$ cat src/core/rtc_pkg.sv
// constants for the clock, calendar, alarm and tamper block
package rtc_pkg;
    // register byte offsets
    localparam logic [7:0] ADDR_SEC      = 8'h00;
    localparam logic [7:0] ADDR_MIN      = 8'h04;
    localparam logic [7:0] ADDR_HOUR     = 8'h08;
    localparam logic [7:0] ADDR_DATE     = 8'h0C;
    localparam logic [7:0] ADDR_MONTH    = 8'h10;
    localparam logic [7:0] ADDR_YEAR     = 8'h14;
    localparam logic [7:0] ADDR_WDAY     = 8'h18;
    localparam logic [7:0] ADDR_STATUS   = 8'h1C;
    localparam logic [7:0] ADDR_CTRL     = 8'h20;
    localparam logic [7:0] ADDR_ALM_EN   = 8'h24;
    localparam logic [7:0] ADDR_ALM_TIME = 8'h28;
    localparam logic [7:0] ADDR_ALM_DATE = 8'h2C;
    localparam logic [7:0] ADDR_TS_TIME  = 8'h30;
    localparam logic [7:0] ADDR_TS_DATE  = 8'h34;
    // status bits
    localparam int ST_ALARM  = 0;
    localparam int ST_EVENT  = 1;
    localparam int ST_FAIL   = 2;
    localparam int ST_BACKUP = 3;
    // control fields
    localparam int CT_EVT_EN   = 0;
    localparam int CT_EVT_BAT  = 1;
    localparam int CT_FREEZE   = 2;
    localparam int CT_DET_OUT  = 3;
    localparam int CT_FILT_LO  = 4;
    localparam int CT_SMP_LO   = 6;
    localparam int CT_IRQ_EN   = 8;
    localparam int CT_REPEAT   = 9;
    localparam int CT_FREQ_LO  = 10;
    localparam int CT_W        = 14;
    localparam logic [13:0] CTRL_RESET = 14'h0000;
    // packed time and date field positions
    localparam int TF_SEC  = 0;
    localparam int TF_MIN  = 8;
    localparam int TF_HOUR = 16;
    localparam int DF_DATE = 0;
    localparam int DF_MON  = 8;
    localparam int DF_WDAY = 16;
    localparam int DF_YEAR = 24;
    // alarm enable bits
    localparam int AE_SEC  = 0;
    localparam int AE_MIN  = 1;
    localparam int AE_HOUR = 2;
    localparam int AE_DATE = 3;
    localparam int AE_MON  = 4;
    localparam int AE_WDAY = 5;
    // timebase
    localparam int unsigned CRYSTAL_HZ = 32768;
    localparam int unsigned TICK_HZ    = 256;
    localparam int          PRE_W      = 15;
    localparam logic [14:0] PRE_LAST   = 15'(CRYSTAL_HZ - 1);
    localparam logic [6:0]  TICK_LAST  = 7'(CRYSTAL_HZ / TICK_HZ - 1);
    // filter times in microseconds and in slow ticks (rounded up)
    localparam int unsigned FILT1_US = 3906;
    localparam int unsigned FILT2_US = 15625;
    localparam int unsigned FILT3_US = 31250;
    localparam logic [3:0] FILT1_TICKS = 4'((FILT1_US * TICK_HZ + 999999) / 1000000);
    localparam logic [3:0] FILT2_TICKS = 4'((FILT2_US * TICK_HZ + 999999) / 1000000);
    localparam logic [3:0] FILT3_TICKS = 4'((FILT3_US * TICK_HZ + 999999) / 1000000);
    // sample rates in millihertz and periods in slow ticks
    localparam int unsigned SMP1_MHZ = 2000;
    localparam int unsigned SMP2_MHZ = 1000;
    localparam int unsigned SMP3_MHZ = 250;
    localparam logic [10:0] SMP1_TICKS = 11'(TICK_HZ * 1000 / SMP1_MHZ);
    localparam logic [10:0] SMP2_TICKS = 11'(TICK_HZ * 1000 / SMP2_MHZ);
    localparam logic [10:0] SMP3_TICKS = 11'(TICK_HZ * 1000 / SMP3_MHZ);
    // calendar limits and reset values
    localparam logic [5:0] SEC_LAST  = 6'h3B;
    localparam logic [4:0] HOUR_LAST = 5'h17;
    localparam logic [3:0] MON_LAST  = 4'hC;
    localparam logic [6:0] YEAR_LAST = 7'h63;
    localparam logic [2:0] WDAY_LAST = 3'h6;
    localparam logic [4:0] DATE_RESET = 5'h01;
    localparam logic [3:0] MON_RESET  = 4'h1;
endpackage

$ cat src/core/rtc_event_alarm_backup.sv
// clock, calendar, alarm, tamper time stamp and supply switchover behind apb
`timescale 1ns/1ps
`default_nettype none

// Operation
// RULE1 - valid event sets event flag and captures time and date stamp
// RULE2 - event may drive detect output and freeze timekeeping
// RULE3 - event monitor and stamp work on main and backup supply
// RULE4 - selectable sampling rate for the tamper input
// RULE5 - selectable glitch filter before an event is accepted
// RULE6 - high tamper input is an event, low is idle
// RULE7 - enable bit gates tamper input; when off no event
// RULE8 - separate bit keeps detection alive in backup mode
// RULE9 - active-low detect output holds until event flag cleared
// RULE10 - frequency select bits choose interrupt or clock on shared pin
// RULE11 - interrupt mode pulls shared pin low on alarm
// RULE12 - frequency mode outputs selected crystal-derived clock
// RULE13 - alarm fires when all enabled fields match
// RULE14 - alarm flag is pollable and optionally drives interrupt
// RULE15 - repeat mode re-arms alarm after every match
// RULE16 - separate calendar counters with leap years through 2099
// RULE17 - timebase is the 32.768 kHz crystal input
// RULE18 - register bus refuses all transfers in backup mode
// RULE19 - bus speed limit on the host; not relevant to apb
// RULE20 - backup only when below battery-hysteresis and below trip
// RULE21 - filter needs none, 3.9, 15.6 or 31.25 ms high
// RULE22 - input continuous or sampled at 2, 1 or 1/4 Hz
// RULE23 - after full power loss, time halts until a clock write
// RULE24 - host clears event flag by writing status
module rtc_event_alarm_backup (
    // apb slave
    input  wire logic        pclk,
    input  wire logic        presetn,
    input  wire logic [7:0]  paddr,
    input  wire logic        psel,
    input  wire logic        penable,
    input  wire logic        pwrite,
    input  wire logic [31:0] pwdata,
    output logic [31:0]      prdata,
    output logic             pready,
    output logic             pslverr,
    // timebase and tamper input
    input  wire logic        crystal_input,
    input  wire logic        tamper_input,
    // supply comparators
    input  wire logic        vdd_below_battery_less_hysteresis,
    input  wire logic        vdd_below_trip_threshold,
    // open-drain pins, enable high pulls low
    output logic             tamper_detect_output_out,
    output logic             tamper_detect_output_oe,
    output logic             interrupt_or_freq_output_out,
    output logic             interrupt_or_freq_output_oe,
    // supply state
    output logic             backup_mode
);
    typedef struct packed {
        logic        ack;
        logic [31:0] rdata;
        logic        err;
        logic        xtal_q;
        logic [14:0] pre;
        logic [5:0]  sec;
        logic [5:0]  min;
        logic [4:0]  hour;
        logic [4:0]  date;
        logic [3:0]  mon;
        logic [6:0]  year;
        logic [2:0]  wday;
        logic        alarm;
        logic        event_flag;
        logic        fail;
        logic        backup;
        logic [13:0] ctrl;
        logic [5:0]  alm_en;
        logic        armed;
        logic        match_q;
        logic [31:0] alm_time;
        logic [31:0] alm_date;
        logic [31:0] ts_time;
        logic [31:0] ts_date;
        logic        window;
        logic [3:0]  filt_cnt;
        logic [10:0] smp_cnt;
        logic        det_oe;
        logic        pin_oe;
    } rtc_state_type;

    rtc_state_type s;
    rtc_state_type next_s;

    function automatic logic [4:0] rtc_month_days(input logic [3:0] m, input logic [6:0] y);
        logic [4:0] d;
        d = 5'd31;
        if (m == 4'd4 || m == 4'd6 || m == 4'd9 || m == 4'd11) begin
            d = 5'd30;
        end else if (m == 4'd2) begin
            d = (y[1:0] == 2'b00) ? 5'd29 : 5'd28; // [RULE16]
        end
        return d;
    endfunction

    function automatic logic [31:0] rtc_pack_time(input rtc_state_type t);
        logic [31:0] v;
        v = 32'h0000_0000;
        v[rtc_pkg::TF_SEC +: 6]  = t.sec;
        v[rtc_pkg::TF_MIN +: 6]  = t.min;
        v[rtc_pkg::TF_HOUR +: 5] = t.hour;
        return v;
    endfunction

    function automatic logic [31:0] rtc_pack_date(input rtc_state_type t);
        logic [31:0] v;
        v = 32'h0000_0000;
        v[rtc_pkg::DF_DATE +: 5] = t.date;
        v[rtc_pkg::DF_MON +: 4]  = t.mon;
        v[rtc_pkg::DF_WDAY +: 3] = t.wday;
        v[rtc_pkg::DF_YEAR +: 7] = t.year;
        return v;
    endfunction

    logic        xtal_rise;
    logic        tick256;
    logic        tick1;
    logic        run;
    logic        wr;
    logic        raw_evt;
    logic        gated;
    logic        detect;
    logic        match;
    logic [1:0]  filt_sel;
    logic [1:0]  smp_sel;
    logic [3:0]  freq_sel;
    logic [3:0]  need;
    logic [10:0] period;

    always_comb begin
        next_s = s;
        filt_sel = s.ctrl[rtc_pkg::CT_FILT_LO +: 2];
        smp_sel = s.ctrl[rtc_pkg::CT_SMP_LO +: 2];
        freq_sel = s.ctrl[rtc_pkg::CT_FREQ_LO +: 4];
        // timebase from the crystal edge
        xtal_rise = crystal_input & ~s.xtal_q; // [RULE17]
        next_s.xtal_q = crystal_input;
        tick256 = xtal_rise && (s.pre[6:0] == rtc_pkg::TICK_LAST);
        tick1 = xtal_rise && (s.pre == rtc_pkg::PRE_LAST);
        if (xtal_rise) begin
            next_s.pre = s.pre + 15'd1;
        end
        // supply switchover
        next_s.backup = vdd_below_battery_less_hysteresis & vdd_below_trip_threshold; // [RULE20]
        // calendar advance
        run = ~s.fail & ~(s.event_flag & s.ctrl[rtc_pkg::CT_FREEZE]); // [RULE2] [RULE23]
        if (tick1 && run) begin // [RULE16]
            next_s.sec = s.sec + 6'd1;
            if (s.sec == rtc_pkg::SEC_LAST) begin
                next_s.sec = 6'd0;
                next_s.min = s.min + 6'd1;
                if (s.min == rtc_pkg::SEC_LAST) begin
                    next_s.min = 6'd0;
                    next_s.hour = s.hour + 5'd1;
                    if (s.hour == rtc_pkg::HOUR_LAST) begin
                        next_s.hour = 5'd0;
                        next_s.wday = (s.wday == rtc_pkg::WDAY_LAST) ? 3'd0 : s.wday + 3'd1;
                        next_s.date = s.date + 5'd1;
                        if (s.date >= rtc_month_days(s.mon, s.year)) begin
                            next_s.date = rtc_pkg::DATE_RESET;
                            next_s.mon = s.mon + 4'd1;
                            if (s.mon == rtc_pkg::MON_LAST) begin
                                next_s.mon = rtc_pkg::MON_RESET;
                                next_s.year = (s.year == rtc_pkg::YEAR_LAST) ? 7'd0
                                            : s.year + 7'd1;
                            end
                        end
                    end
                end
            end
        end
        // alarm compare, rising edge of the match
        match = (s.alm_en != 6'd0) // [RULE13]
              && (~s.alm_en[rtc_pkg::AE_SEC]  || s.sec  == s.alm_time[rtc_pkg::TF_SEC +: 6])
              && (~s.alm_en[rtc_pkg::AE_MIN]  || s.min  == s.alm_time[rtc_pkg::TF_MIN +: 6])
              && (~s.alm_en[rtc_pkg::AE_HOUR] || s.hour == s.alm_time[rtc_pkg::TF_HOUR +: 5])
              && (~s.alm_en[rtc_pkg::AE_DATE] || s.date == s.alm_date[rtc_pkg::DF_DATE +: 5])
              && (~s.alm_en[rtc_pkg::AE_MON]  || s.mon  == s.alm_date[rtc_pkg::DF_MON +: 4])
              && (~s.alm_en[rtc_pkg::AE_WDAY] || s.wday == s.alm_date[rtc_pkg::DF_WDAY +: 3]);
        next_s.match_q = match;
        // tamper input gating, sampling and filter
        raw_evt = tamper_input & s.ctrl[rtc_pkg::CT_EVT_EN] // [RULE6] [RULE7]
                & (~s.backup | s.ctrl[rtc_pkg::CT_EVT_BAT]); // [RULE3] [RULE8]
        unique case (filt_sel) // [RULE5] [RULE21]
            2'd0: need = 4'd0;
            2'd1: need = rtc_pkg::FILT1_TICKS;
            2'd2: need = rtc_pkg::FILT2_TICKS;
            2'd3: need = rtc_pkg::FILT3_TICKS;
        endcase
        unique case (smp_sel) // [RULE4] [RULE22]
            2'd0: period = 11'd0;
            2'd1: period = rtc_pkg::SMP1_TICKS;
            2'd2: period = rtc_pkg::SMP2_TICKS;
            2'd3: period = rtc_pkg::SMP3_TICKS;
        endcase
        gated = (smp_sel == 2'd0) | s.window;
        detect = gated & raw_evt & (s.filt_cnt >= need);
        if (tick256) begin
            next_s.smp_cnt = s.smp_cnt + 11'd1;
            if (s.smp_cnt + 11'd1 >= period) begin
                next_s.smp_cnt = 11'd0;
                next_s.window = 1'b1;
            end
        end
        if (~gated || ~raw_evt) begin
            next_s.filt_cnt = 4'd0;
        end else if (tick256 && s.filt_cnt < need) begin
            next_s.filt_cnt = s.filt_cnt + 4'd1;
        end
        if (detect || (tick256 && ~raw_evt && s.window)) begin
            next_s.window = 1'b0;
        end
        // apb: one wait cycle, then answer; no bus rate limit here [RULE19]
        wr = psel & penable & pwrite & s.ack & ~s.backup; // [RULE18]
        next_s.ack = psel & penable & ~s.ack;
        next_s.err = 1'b0;
        if (psel && penable && !s.ack) begin
            next_s.rdata = 32'h0000_0000;
            next_s.err = s.backup; // [RULE18]
            if (!s.backup) begin
                unique case (paddr)
                    rtc_pkg::ADDR_SEC:      next_s.rdata = 32'(s.sec);
                    rtc_pkg::ADDR_MIN:      next_s.rdata = 32'(s.min);
                    rtc_pkg::ADDR_HOUR:     next_s.rdata = 32'(s.hour);
                    rtc_pkg::ADDR_DATE:     next_s.rdata = 32'(s.date);
                    rtc_pkg::ADDR_MONTH:    next_s.rdata = 32'(s.mon);
                    rtc_pkg::ADDR_YEAR:     next_s.rdata = 32'(s.year);
                    rtc_pkg::ADDR_WDAY:     next_s.rdata = 32'(s.wday);
                    rtc_pkg::ADDR_STATUS:   next_s.rdata = 32'({s.backup, s.fail, s.event_flag,
                                                               s.alarm}); // [RULE14]
                    rtc_pkg::ADDR_CTRL:     next_s.rdata = 32'(s.ctrl);
                    rtc_pkg::ADDR_ALM_EN:   next_s.rdata = 32'(s.alm_en);
                    rtc_pkg::ADDR_ALM_TIME: next_s.rdata = s.alm_time;
                    rtc_pkg::ADDR_ALM_DATE: next_s.rdata = s.alm_date;
                    rtc_pkg::ADDR_TS_TIME:  next_s.rdata = s.ts_time;
                    rtc_pkg::ADDR_TS_DATE:  next_s.rdata = s.ts_date;
                    default:                next_s.err = 1'b1;
                endcase
            end
        end
        if (wr) begin
            unique case (paddr)
                rtc_pkg::ADDR_SEC:      next_s.sec = pwdata[5:0];
                rtc_pkg::ADDR_MIN:      next_s.min = pwdata[5:0];
                rtc_pkg::ADDR_HOUR:     next_s.hour = pwdata[4:0];
                rtc_pkg::ADDR_DATE:     next_s.date = pwdata[4:0];
                rtc_pkg::ADDR_MONTH:    next_s.mon = pwdata[3:0];
                rtc_pkg::ADDR_YEAR:     next_s.year = pwdata[6:0];
                rtc_pkg::ADDR_WDAY:     next_s.wday = pwdata[2:0];
                rtc_pkg::ADDR_STATUS: begin
                    // write one to clear
                    if (pwdata[rtc_pkg::ST_ALARM]) begin
                        next_s.alarm = 1'b0;
                    end
                    if (pwdata[rtc_pkg::ST_EVENT]) begin
                        next_s.event_flag = 1'b0; // [RULE24]
                    end
                end
                rtc_pkg::ADDR_CTRL:     next_s.ctrl = pwdata[rtc_pkg::CT_W-1:0];
                rtc_pkg::ADDR_ALM_EN: begin
                    next_s.alm_en = pwdata[5:0];
                    next_s.armed = 1'b1;
                end
                rtc_pkg::ADDR_ALM_TIME: begin
                    next_s.alm_time = pwdata;
                    next_s.armed = 1'b1;
                end
                rtc_pkg::ADDR_ALM_DATE: begin
                    next_s.alm_date = pwdata;
                    next_s.armed = 1'b1;
                end
                default: ;
            endcase
            // first write to a clock field restarts timekeeping
            if (paddr <= rtc_pkg::ADDR_WDAY) begin
                next_s.fail = 1'b0; // [RULE23]
                next_s.pre = 15'd0;
            end
        end
        // sets after clears so a simultaneous alarm match wins; the event flag sets only if it was already clear
        if (match && !s.match_q && s.armed) begin
            next_s.alarm = 1'b1; // [RULE13] [RULE14]
            next_s.armed = s.ctrl[rtc_pkg::CT_REPEAT]; // [RULE15]
        end
        if (detect && !s.event_flag) begin
            next_s.event_flag = 1'b1; // [RULE1]
            next_s.ts_time = rtc_pack_time(s); // [RULE1] [RULE3]
            next_s.ts_date = rtc_pack_date(s);
        end
        // pin drivers
        next_s.det_oe = next_s.event_flag & s.ctrl[rtc_pkg::CT_DET_OUT]; // [RULE2] [RULE9]
        if (freq_sel == 4'd0) begin // [RULE10]
            next_s.pin_oe = s.alarm & s.ctrl[rtc_pkg::CT_IRQ_EN]; // [RULE11] [RULE14]
        end else begin
            next_s.pin_oe = ~s.pre[freq_sel - 4'd1]; // [RULE12]
        end
    end

    always_ff @(posedge pclk or negedge presetn) begin
        if (!presetn) begin
            s <= '{date: rtc_pkg::DATE_RESET, mon: rtc_pkg::MON_RESET,
                   ctrl: rtc_pkg::CTRL_RESET, fail: 1'b1, default: '0};
        end else begin
            s <= next_s;
        end
    end

    assign prdata = s.rdata;
    assign pready = s.ack;
    assign pslverr = s.ack & s.err;
    assign tamper_detect_output_out = 1'b0;
    assign tamper_detect_output_oe = s.det_oe;
    assign interrupt_or_freq_output_out = 1'b0;
    assign interrupt_or_freq_output_oe = s.pin_oe;
    assign backup_mode = s.backup;

    chk_bus_answer: assert property (@(posedge pclk) disable iff (!presetn)
        psel && penable && !pready |=> pready)
        else $error("access not answered after one wait cycle");
    chk_backup_refuse: assert property (@(posedge pclk) disable iff (!presetn) // [RULE18]
        psel && penable && pwrite && paddr == rtc_pkg::ADDR_SEC && s.backup && s.ack
        |=> $stable(s.sec) || $past(tick1))
        else $error("write accepted in backup mode");
    chk_switch_need_both: assert property (@(posedge pclk) disable iff (!presetn) // [RULE20]
        !vdd_below_trip_threshold |=> !backup_mode)
        else $error("backup entered above trip threshold");
    chk_event_gate: assert property (@(posedge pclk) disable iff (!presetn) // [RULE7]
        !s.ctrl[rtc_pkg::CT_EVT_EN] && !s.event_flag |=> !s.event_flag)
        else $error("event seen while detection disabled");
    chk_event_level: assert property (@(posedge pclk) disable iff (!presetn) // [RULE6]
        $rose(s.event_flag) |-> $past(tamper_input))
        else $error("event flag set without high input");
    chk_stamp_capture: assert property (@(posedge pclk) disable iff (!presetn) // [RULE1]
        $rose(s.event_flag) |-> s.ts_time[rtc_pkg::TF_SEC +: 6] == $past(s.sec))
        else $error("time stamp does not hold event second");
    chk_detect_hold: assert property (@(posedge pclk) disable iff (!presetn) // [RULE9]
        s.event_flag && s.ctrl[rtc_pkg::CT_DET_OUT] ##1 s.event_flag && $stable(s.ctrl)
        |-> tamper_detect_output_oe)
        else $error("detect output released while flag set");
    chk_freeze_time: assert property (@(posedge pclk) disable iff (!presetn) // [RULE2]
        s.event_flag && s.ctrl[rtc_pkg::CT_FREEZE] && !wr |=> $stable(s.sec))
        else $error("clock advanced while frozen");
    chk_fail_hold: assert property (@(posedge pclk) disable iff (!presetn) // [RULE23]
        s.fail && !wr |=> $stable(s.sec) && $stable(s.min))
        else $error("clock advanced before first write");
    chk_irq_pin: assert property (@(posedge pclk) disable iff (!presetn) // [RULE11]
        s.ctrl[rtc_pkg::CT_FREQ_LO +: 4] == 4'd0 && s.ctrl[rtc_pkg::CT_IRQ_EN]
        && s.alarm && !wr ##1 s.alarm |-> interrupt_or_freq_output_oe)
        else $error("interrupt not driven on alarm");
    chk_sec_range: assert property (@(posedge pclk) disable iff (!presetn) // [RULE16]
        tick1 && run && s.sec == rtc_pkg::SEC_LAST && !wr |=> s.sec == 6'd0)
        else $error("seconds did not wrap at 59");
endmodule

`default_nettype wire

$ cat config.mk
export PLATFORM = sky130hd
export DESIGN_NAME = rtc_event_alarm_backup
export DESIGN_NICKNAME = d
export VERILOG_FILES = /design/src/core/rtc_pkg.sv /design/src/core/rtc_event_alarm_backup.sv
export SDC_FILE = /design/constraint.sdc
export NUM_CORES = 1
export LEC_CHECK = 0
export BUFFER_PORTS_ARGS = -buffer_cell sky130_fd_sc_hd__buf_2
export CORE_MARGIN = 2
export CORE_UTILIZATION = 47
export CTS_CLUSTER_DIAMETER = 150
export DETAILED_ROUTE_END_ITERATION = 6
export GPL_TIMING_DRIVEN = 0
export PLACE_DENSITY = 0.69
export SYNTH_ARGS = -nofsm -noshare
export SYNTH_HDL_FRONTEND = slang
export SYNTH_SLANG_ARGS = --single-unit
$ cat constraint.sdc
create_clock -name pclk -period 4.07 [get_ports pclk]
set_input_delay 1.0175 -clock pclk [delete_from_list [all_inputs] [get_ports pclk]]
set_output_delay 1.0175 -clock pclk [all_outputs]
set_load 0.005 [all_outputs]
==> flow_metrics.tcl, run 1 <==
set metrics [dict create \
    status "complete, no violations" \
    rsz0062_at_grt "false" \
    whs_ns 0.478 \
    timing.rr.start "s[182]" \
    clkLatencyLatePin_ns 0.54 \
    die_w_um 166 \
    synth_top_area_share_pct 46.1 \
    synth_xor_area_share_pct 3.48 \
    holdPathStages 2 \
    ys_top_cells_by_count "227 x dfrtp_1, 128 x mux2_2, 101 x nand2_1" \
    cp_max_fo 7 \
    synth_area_mm2 0.0123 \
    grt_pass1_vias 9335 \
    rows 59 \
    cts_root_buf "clkbuf_16" \
    slew_viol_final 0 \
    cts_max_level 1 \
    r2r_slack_ns 0.63 \
    critPathCaptureType "flip-flop" \
    comb_power_share_pct 4.9 \
    final-hold-violation-count 0 \
    p_leak_nw 6.70 \
    arrival_ns 3.89 \
    maxCapViolCount 0 \
    crit_chain "clkbuf_1, inv_1, ha_1, o21ai_0, o21ai_0, o21ai_0, ha_1, nand2b_1, a21oi_1, nor3b_2, nand4b_1, or3_1, a31oi_1" \
    startpoint_type "flip-flop" \
    synthAdderAreaFrac_pct 2.23 \
    post_cts_resized 0 \
    grt_usage_pct 25.0 \
    pwr-share-seq_pct 47.0 \
    routabilityCongestion 0.991 \
    min_from "prdata[21]" \
    intPower_w 0.00387 \
    grt_antenna_before_repair 1 \
    numPortBuffers 82 \
    fin_util_pct 54.4 \
    start_util_pct 47.5 \
    r2r_end "s[180]" \
    p_switching_w 0.00117 \
    syn_avg_cell_area_um2 10.5 \
    finalCritPeriodShare_pct 84.6 \
    finalNetCount 1359 \
    syn_inst 1176 \
    skew_ns 0.0200 \
    cts_tree "yes" \
    synthMuxAreaShare_pct 14.9 \
    synth_cell_type_count 72 \
    ctsHoldBuffers 0 \
    drtIter0Drc 808 \
    clock.fmax_ghz 0.290 \
    power_density_mw_per_mm2 358 \
    async_flop_share_pct 100 \
    overflow 0 \
    layout-drive-gt1-share_pct 26.4 \
    grt_pass1_wl_um 54300 \
    switching_share_pct 23.3 \
    synth_compound_area_share_pct 13.1 \
    cp_top_family "simple AND/OR/NAND/NOR gates" \
    clock_power_share_pct 48.2 \
    cts_made_buffers 26 \
    hp-class "reg2reg" \
    post-cts-setup-buffers 0 \
    synth.most_common_cell "dfrtp_1" \
    critical_path.slowest_cell "dfstp_2" \
    ys_seq_elements 230 \
    critical_path.max_stage_delay_ns 0.55 \
    slew_headroom_pct 15.9 \
    synth_top_family_by_area "multiplexers" \
    die_y_um 166 \
    dr_total_vias 9780 \
    die_area_mm2 0.0275 \
    clk_pin_slew_ns 0.06 \
    viasPerCell 5.95 \
    dr.pass1.iters 7 \
    ioPinCount 88 \
    cp_common_cell "o21ai_0" \
    synthFlopType "dfrtp_1" \
    coreArea_mm2 0.0259 \
    worstPathRequired_ns 4.52 \
    yosys.area_share.simple_pct 14.1 \
    finalSetupTns_ns 0 \
    synth_edf_count 0 \
    cts_sinks 230 \
    r2r_cells 13 \
    drt_wl_total_um 35100 \
    antenna_left 0 \
    wire_per_inst_um 21.3 \
    ys_seq_area_share_pct 46.8 \
    area_growth_pct 14.4 \
    hpwlAfterDp_um 25000 \
    synth.area.top_cells "dfrtp_1 46%, mux2_2 12%, nand2_1 3.1%" \
    clockBufferDepth 3 \
    worst_slew_pin_slew_ns 1.23 \
    worstSetupPathType "reg2reg" \
    finalSetupViolCount 0 \
    finalPower_w 0.00504 \
    synth_top_cell_by_area "dfrtp_1" \
    grt_max_degree 121 \
    drcViolationCount 0 \
    vdd_drop_max_v 0.000264 \
    synth_warnings 0 \
    whs_endpoint "prdata[21]" \
    min_period_ns 3.44 \
    cp.buffers_inverters 2 \
]
[metrics by stage]
stage	std cells	cell area, um2	setup slack (ns)
after global placement	1594	13200	-2.20
after detailed placement	1595	13200	0.622
after global routing	1643	14100	0.335
final	1644	14100	0.625
after floorplan	1177	12300	1.24
after CTS	1643	14100	0.629
[worst reg2reg max path, cell delays in order, from the launching register on]
cell and delay, ns:
dfstp_2 0.55, clkbuf_1 0.40, inv_1 0.13, ha_1 0.26, o21ai_0 0.15, o21ai_0 0.09
o21ai_0 0.16, ha_1 0.14, nand2b_1 0.09, a21oi_1 0.08, nor3b_2 0.45, nand4b_1 0.28
or3_1 0.40, a31oi_1 0.17
[how the worst max path moves through the flow]
| stage | start | to | cells after the start |
|---|---|---|---|
| final | s[182] | s[180] | 13 |
| after global routing | s[182] | s[177] | 13 |
| after CTS | s[182] | s[180] | 13 |
| after detailed placement | paddr[2] | prdata[28] | 8 |
| after global placement | presetn | s[137] | 1 |
| after floorplan | s[182] | s[177] | 13 |
[power groups by stage]
| stage | logic (W) | registers (W) | clock network (W) |
|---|---|---|---|
| 2_1_floorplan | 0.000115 | 0.00239 | 0 |
| 3_5_place_dp | 0.000243 | 0.00241 | 0 |
| 6_report | 0.000245 | 0.00237 | 0.00243 |
| 3_3_place_gp | 0.000233 | 0.00241 | 0 |
| 4_1_cts | 0.000248 | 0.00237 | 0.00246 |
| 5_1_grt | 0.000271 | 0.00237 | 0.00255 |
[cells in the final DEF, fill, tap and decap left out, drive strengths merged, types with 6 or more instances in the layout]
cell      n
o21ai    72
a22oi    29
xor2     25
nor2     75
a22o     19
mux2    128
nor4      8
a21oi    43
o31ai     8
a221oi    6
nand2   103
nor3     14
nand2b    6
dfrtp   227
nand4    15
mux4      8
xnor2    24
inv      23
and2      7
clkinv    6
clkbuf   77
buf     151
a21o     15
and3     16
ha       22
nand3    41
mux2i    21
or3       7
nor3b     6
a31oi    21
nor2b    16
[registers in the layout (all words and copies together), names as in the netlist]
name and flops:
s 188, prdata 32, freq_sel 4, filt_sel 2, backup_mode 1, interrupt_or_freq_output_oe 1
pready 1, tamper_detect_output_oe 1
[cell type report]
class | count | area, um2
tap | 335 | 419
antenna | 1 | 2.50
inverter | 23 | 86.3
multi-input combinational | 817 | 5900
timing repair buffer | 83 | 448
buffer | 107 | 579
fill | 2319 | 11800
clock buffer | 38 | 787
clock inverter | 10 | 109
sequential | 230 | 5760
[kinds of logic (layout without fill, tap and decap cells)]
group                      count (synthesis)  after routing
AOI/OAI and AO/OA                        247            247
xor gates and xnor gates                  49             49
adders and majority gates                 22             22
buffers and inverters                    130            261
DFF                                      230            230
muxes                                    157            157
other                                      1              3
and+or+nand+nor                          340            340
[layer usage]
layer	up-vias	GRT usage, %	wire [um]
met5	-	0	0
met4	0	7.18	1010
met3	76	3.48	2360
met2	374	40.0	16200
met1	4872	35.7	15500
li1	4458	-	-
No activity file was read; power rests on OpenSTA's default activity.
==> run 2: changes to the inputs <==
Settings changed: PLACE_DENSITY 0.69 to 0.71.
Clock period 4.07 ns to 2.8 ns, I/O delays scaled along.
==> run 2 against run 1 <==
Net effect:
- hold slack worse by 0.22 ns
- worst setup slack worse by 0.51 ns
- final cell count increased by 0.36%
- global-route usage grew 0.11 points
- clock power rose by 45%
- sequential share of layout area shrank 0.50 points
- clock-buffer cell count unchanged
- total power rose by 45%
- non-clock buffer count is 9 higher
- critical path type unchanged
- highest routed layer unchanged
==> flow_metrics.tcl, run 2 (synthesis results as in run 1) <==
set metrics [dict create \
    fill_cells 2230 \
    whs_ns 0.255 \
    numPortBuffers 82 \
    clock_power_share_pct 48.1 \
    crit_start "s[182]" \
    ioPinCount 88 \
    startpoint_type "flip-flop" \
    grt_pass1_wl_um 55100 \
    cts_sinks 230 \
    start_util_pct 47.5 \
    grt_antenna_before_repair 1 \
    multi_input_area_mm2 0.00600 \
    cts_root_buf "clkbuf_16" \
    dr_total_vias 9880 \
    cts_made_buffers 26 \
    die_y_um 166 \
    drt_wl_total_um 35000 \
    cts_max_level 1 \
    top_register "s" \
    drcViolationCount 0 \
    final_cell_mix "221 x dfrtp_1, 128 x mux2_2, 101 x nand2_1, 101 x buf_2, 71 x nor2_1" \
    r2r_cells 11 \
    timing.rr.start "s[182]" \
    slew_viol_final 0 \
    maxCapViolCount 0 \
    wire_per_inst_um 21.2 \
    dr.pass1.iters 6 \
    slew_headroom_pct 28.0 \
    finalSetupViolCount 0 \
    critPathCapture "s[180]" \
    arrival_ns 3.13 \
    final_common_cell "dfrtp_1" \
    switching_share_pct 22.6 \
    register_area_mm2 0.00577 \
    p_switching_w 0.00165 \
    die_w_um 166 \
    largest_reg_flops 188 \
    final-hold-violation-count 0 \
    overflow 0 \
    status "complete, no violations" \
    vdd_drop_max_v 0.000403 \
    rsz0062_at_grt "true" \
    finalCritPeriodShare_pct 96.0 \
    skew_ns 0.0116 \
    rows 59 \
    clk_pin_slew_ns 0.06 \
    hpwlAfterDp_um 24800 \
    grt_max_degree 121 \
    grt_pass1_vias 9720 \
    clockBufferDepth 3 \
    clock.fmax_ghz 0.372 \
    worst_slew_pin_slew_ns 1.05 \
    comb_power_share_pct 4.8 \
    die_area_mm2 0.0275 \
    viasPerCell 5.99 \
    drtIter0Drc 854 \
    layout-drive-gt1-share_pct 28.5 \
    r2r_end "s[180]" \
    finalNetCount 1368 \
    pwr-share-seq_pct 47.1 \
    power_density_mw_per_mm2 512 \
    routabilityCongestion 0.991 \
    worstSetupPathType "reg2reg" \
    finalPower_w 0.00731 \
    hp-class "in2async" \
    grt_usage_pct 25.1 \
    p_leak_nw 6.76 \
    r2r_slack_ns 0.11 \
    critPathCaptureType "flip-flop" \
    worstPathRequired_ns 3.24 \
    intPower_w 0.00565 \
    min_period_ns 2.69 \
    clkLatencyLatePin_ns 0.53 \
    antenna_left 0 \
    area_growth_pct 15.9 \
    coreArea_mm2 0.0259 \
    cts_tree "yes" \
    cp_max_fo 3 \
]
[run 2: cell types whose count changed in the layout (fill, tap and decap cells not counted), sizes merged]
cell	delta
buf	+11
clkinv	-5
clkbuf	-2
bufinv	+1
clkinvlp	+1
[run 2: what timing repair did]
item                       CTS  global route
pin swaps                    5             7
gates cloned                 0             1
hold buffers                 0             0
setup buffers                5             4
setup endpoints to repair   18            24
gates resized for setup      8            31
[run 2: final cells by class]
| class | count | share of cell area, % |
|---|---|---|
| antenna | 1 | 0.0175 |
| buffer | 106 | 4.17 |
| clock buffer | 38 | 5.37 |
| clock inverter | 7 | 0.824 |
| inverter | 23 | 0.622 |
| multi-input combinational | 817 | 42.0 |
| sequential | 230 | 40.4 |
| tap | 335 | 2.94 |
| timing repair buffer | 93 | 3.65 |
[run 2: worst max-delay path, stage by stage (launching register included)]
cell and delay, ns:
dfstp_2 0.57, ha_2 0.20, nor2_1 0.05, o21ai_0 0.12, o21ai_1 0.09, ha_1 0.30
nand2b_4 0.13, a21oi_4 0.07, nor3b_4 0.27, nand4b_1 0.22, or3_1 0.40, a31oi_1 0.20
[run 2: per-layer routing]
| metal | vias to the layer above | share of wire [%] | GRT usage, % |
|---|---|---|---|
| li1 | 4478 | - | - |
| met1 | 4944 | 43 | 34.5 |
| met2 | 376 | 47 | 40.6 |
| met3 | 82 | 7.0 | 4.62 |
| met4 | 0 | 3.0 | 7.71 |
| met5 | - | 0 | 0 |
[run 2: how the worst min path moves through the flow]
stage,startpoint,endpoint,slack [ns]
floorplan,presetn,backup_mode,0.40
global placement,prdata[14],prdata[14],0.46
detailed placement,prdata[11],prdata[11],0.47
CTS,presetn,s[196],0.31
global route,crystal_input,s[223],0.32
finish,presetn,s[192],0.25
[run 2: metrics by stage]
stage | std cells | TNS [ns] | instance area, um2 | util (%) | setup WS [ns]
global route | 1650 | -0.151 | 14300 | 55.1 | -0.0523
CTS | 1645 | 0 | 14100 | 54.6 | 0.00128
finish | 1650 | 0 | 14300 | 55.1 | 0.111
global placement | 1594 | -715.52 | 13200 | 50.8 | -3.09
detailed placement | 1595 | -13.31 | 13200 | 50.9 | -0.488
floorplan | 1177 | 0 | 12300 | - | 0.0796
[run 2: power by group through the flow]
stage / clock [W] / sequential [W] / combinational, W
3_3_place_gp: 0 / 0.00350 / 0.000336
5_1_grt: 0.00371 / 0.00344 / 0.000392
6_report: 0.00352 / 0.00344 / 0.000351
3_5_place_dp: 0 / 0.00350 / 0.000352
4_1_cts: 0.00356 / 0.00344 / 0.000354
2_1_floorplan: 0 / 0.00348 / 0.000167
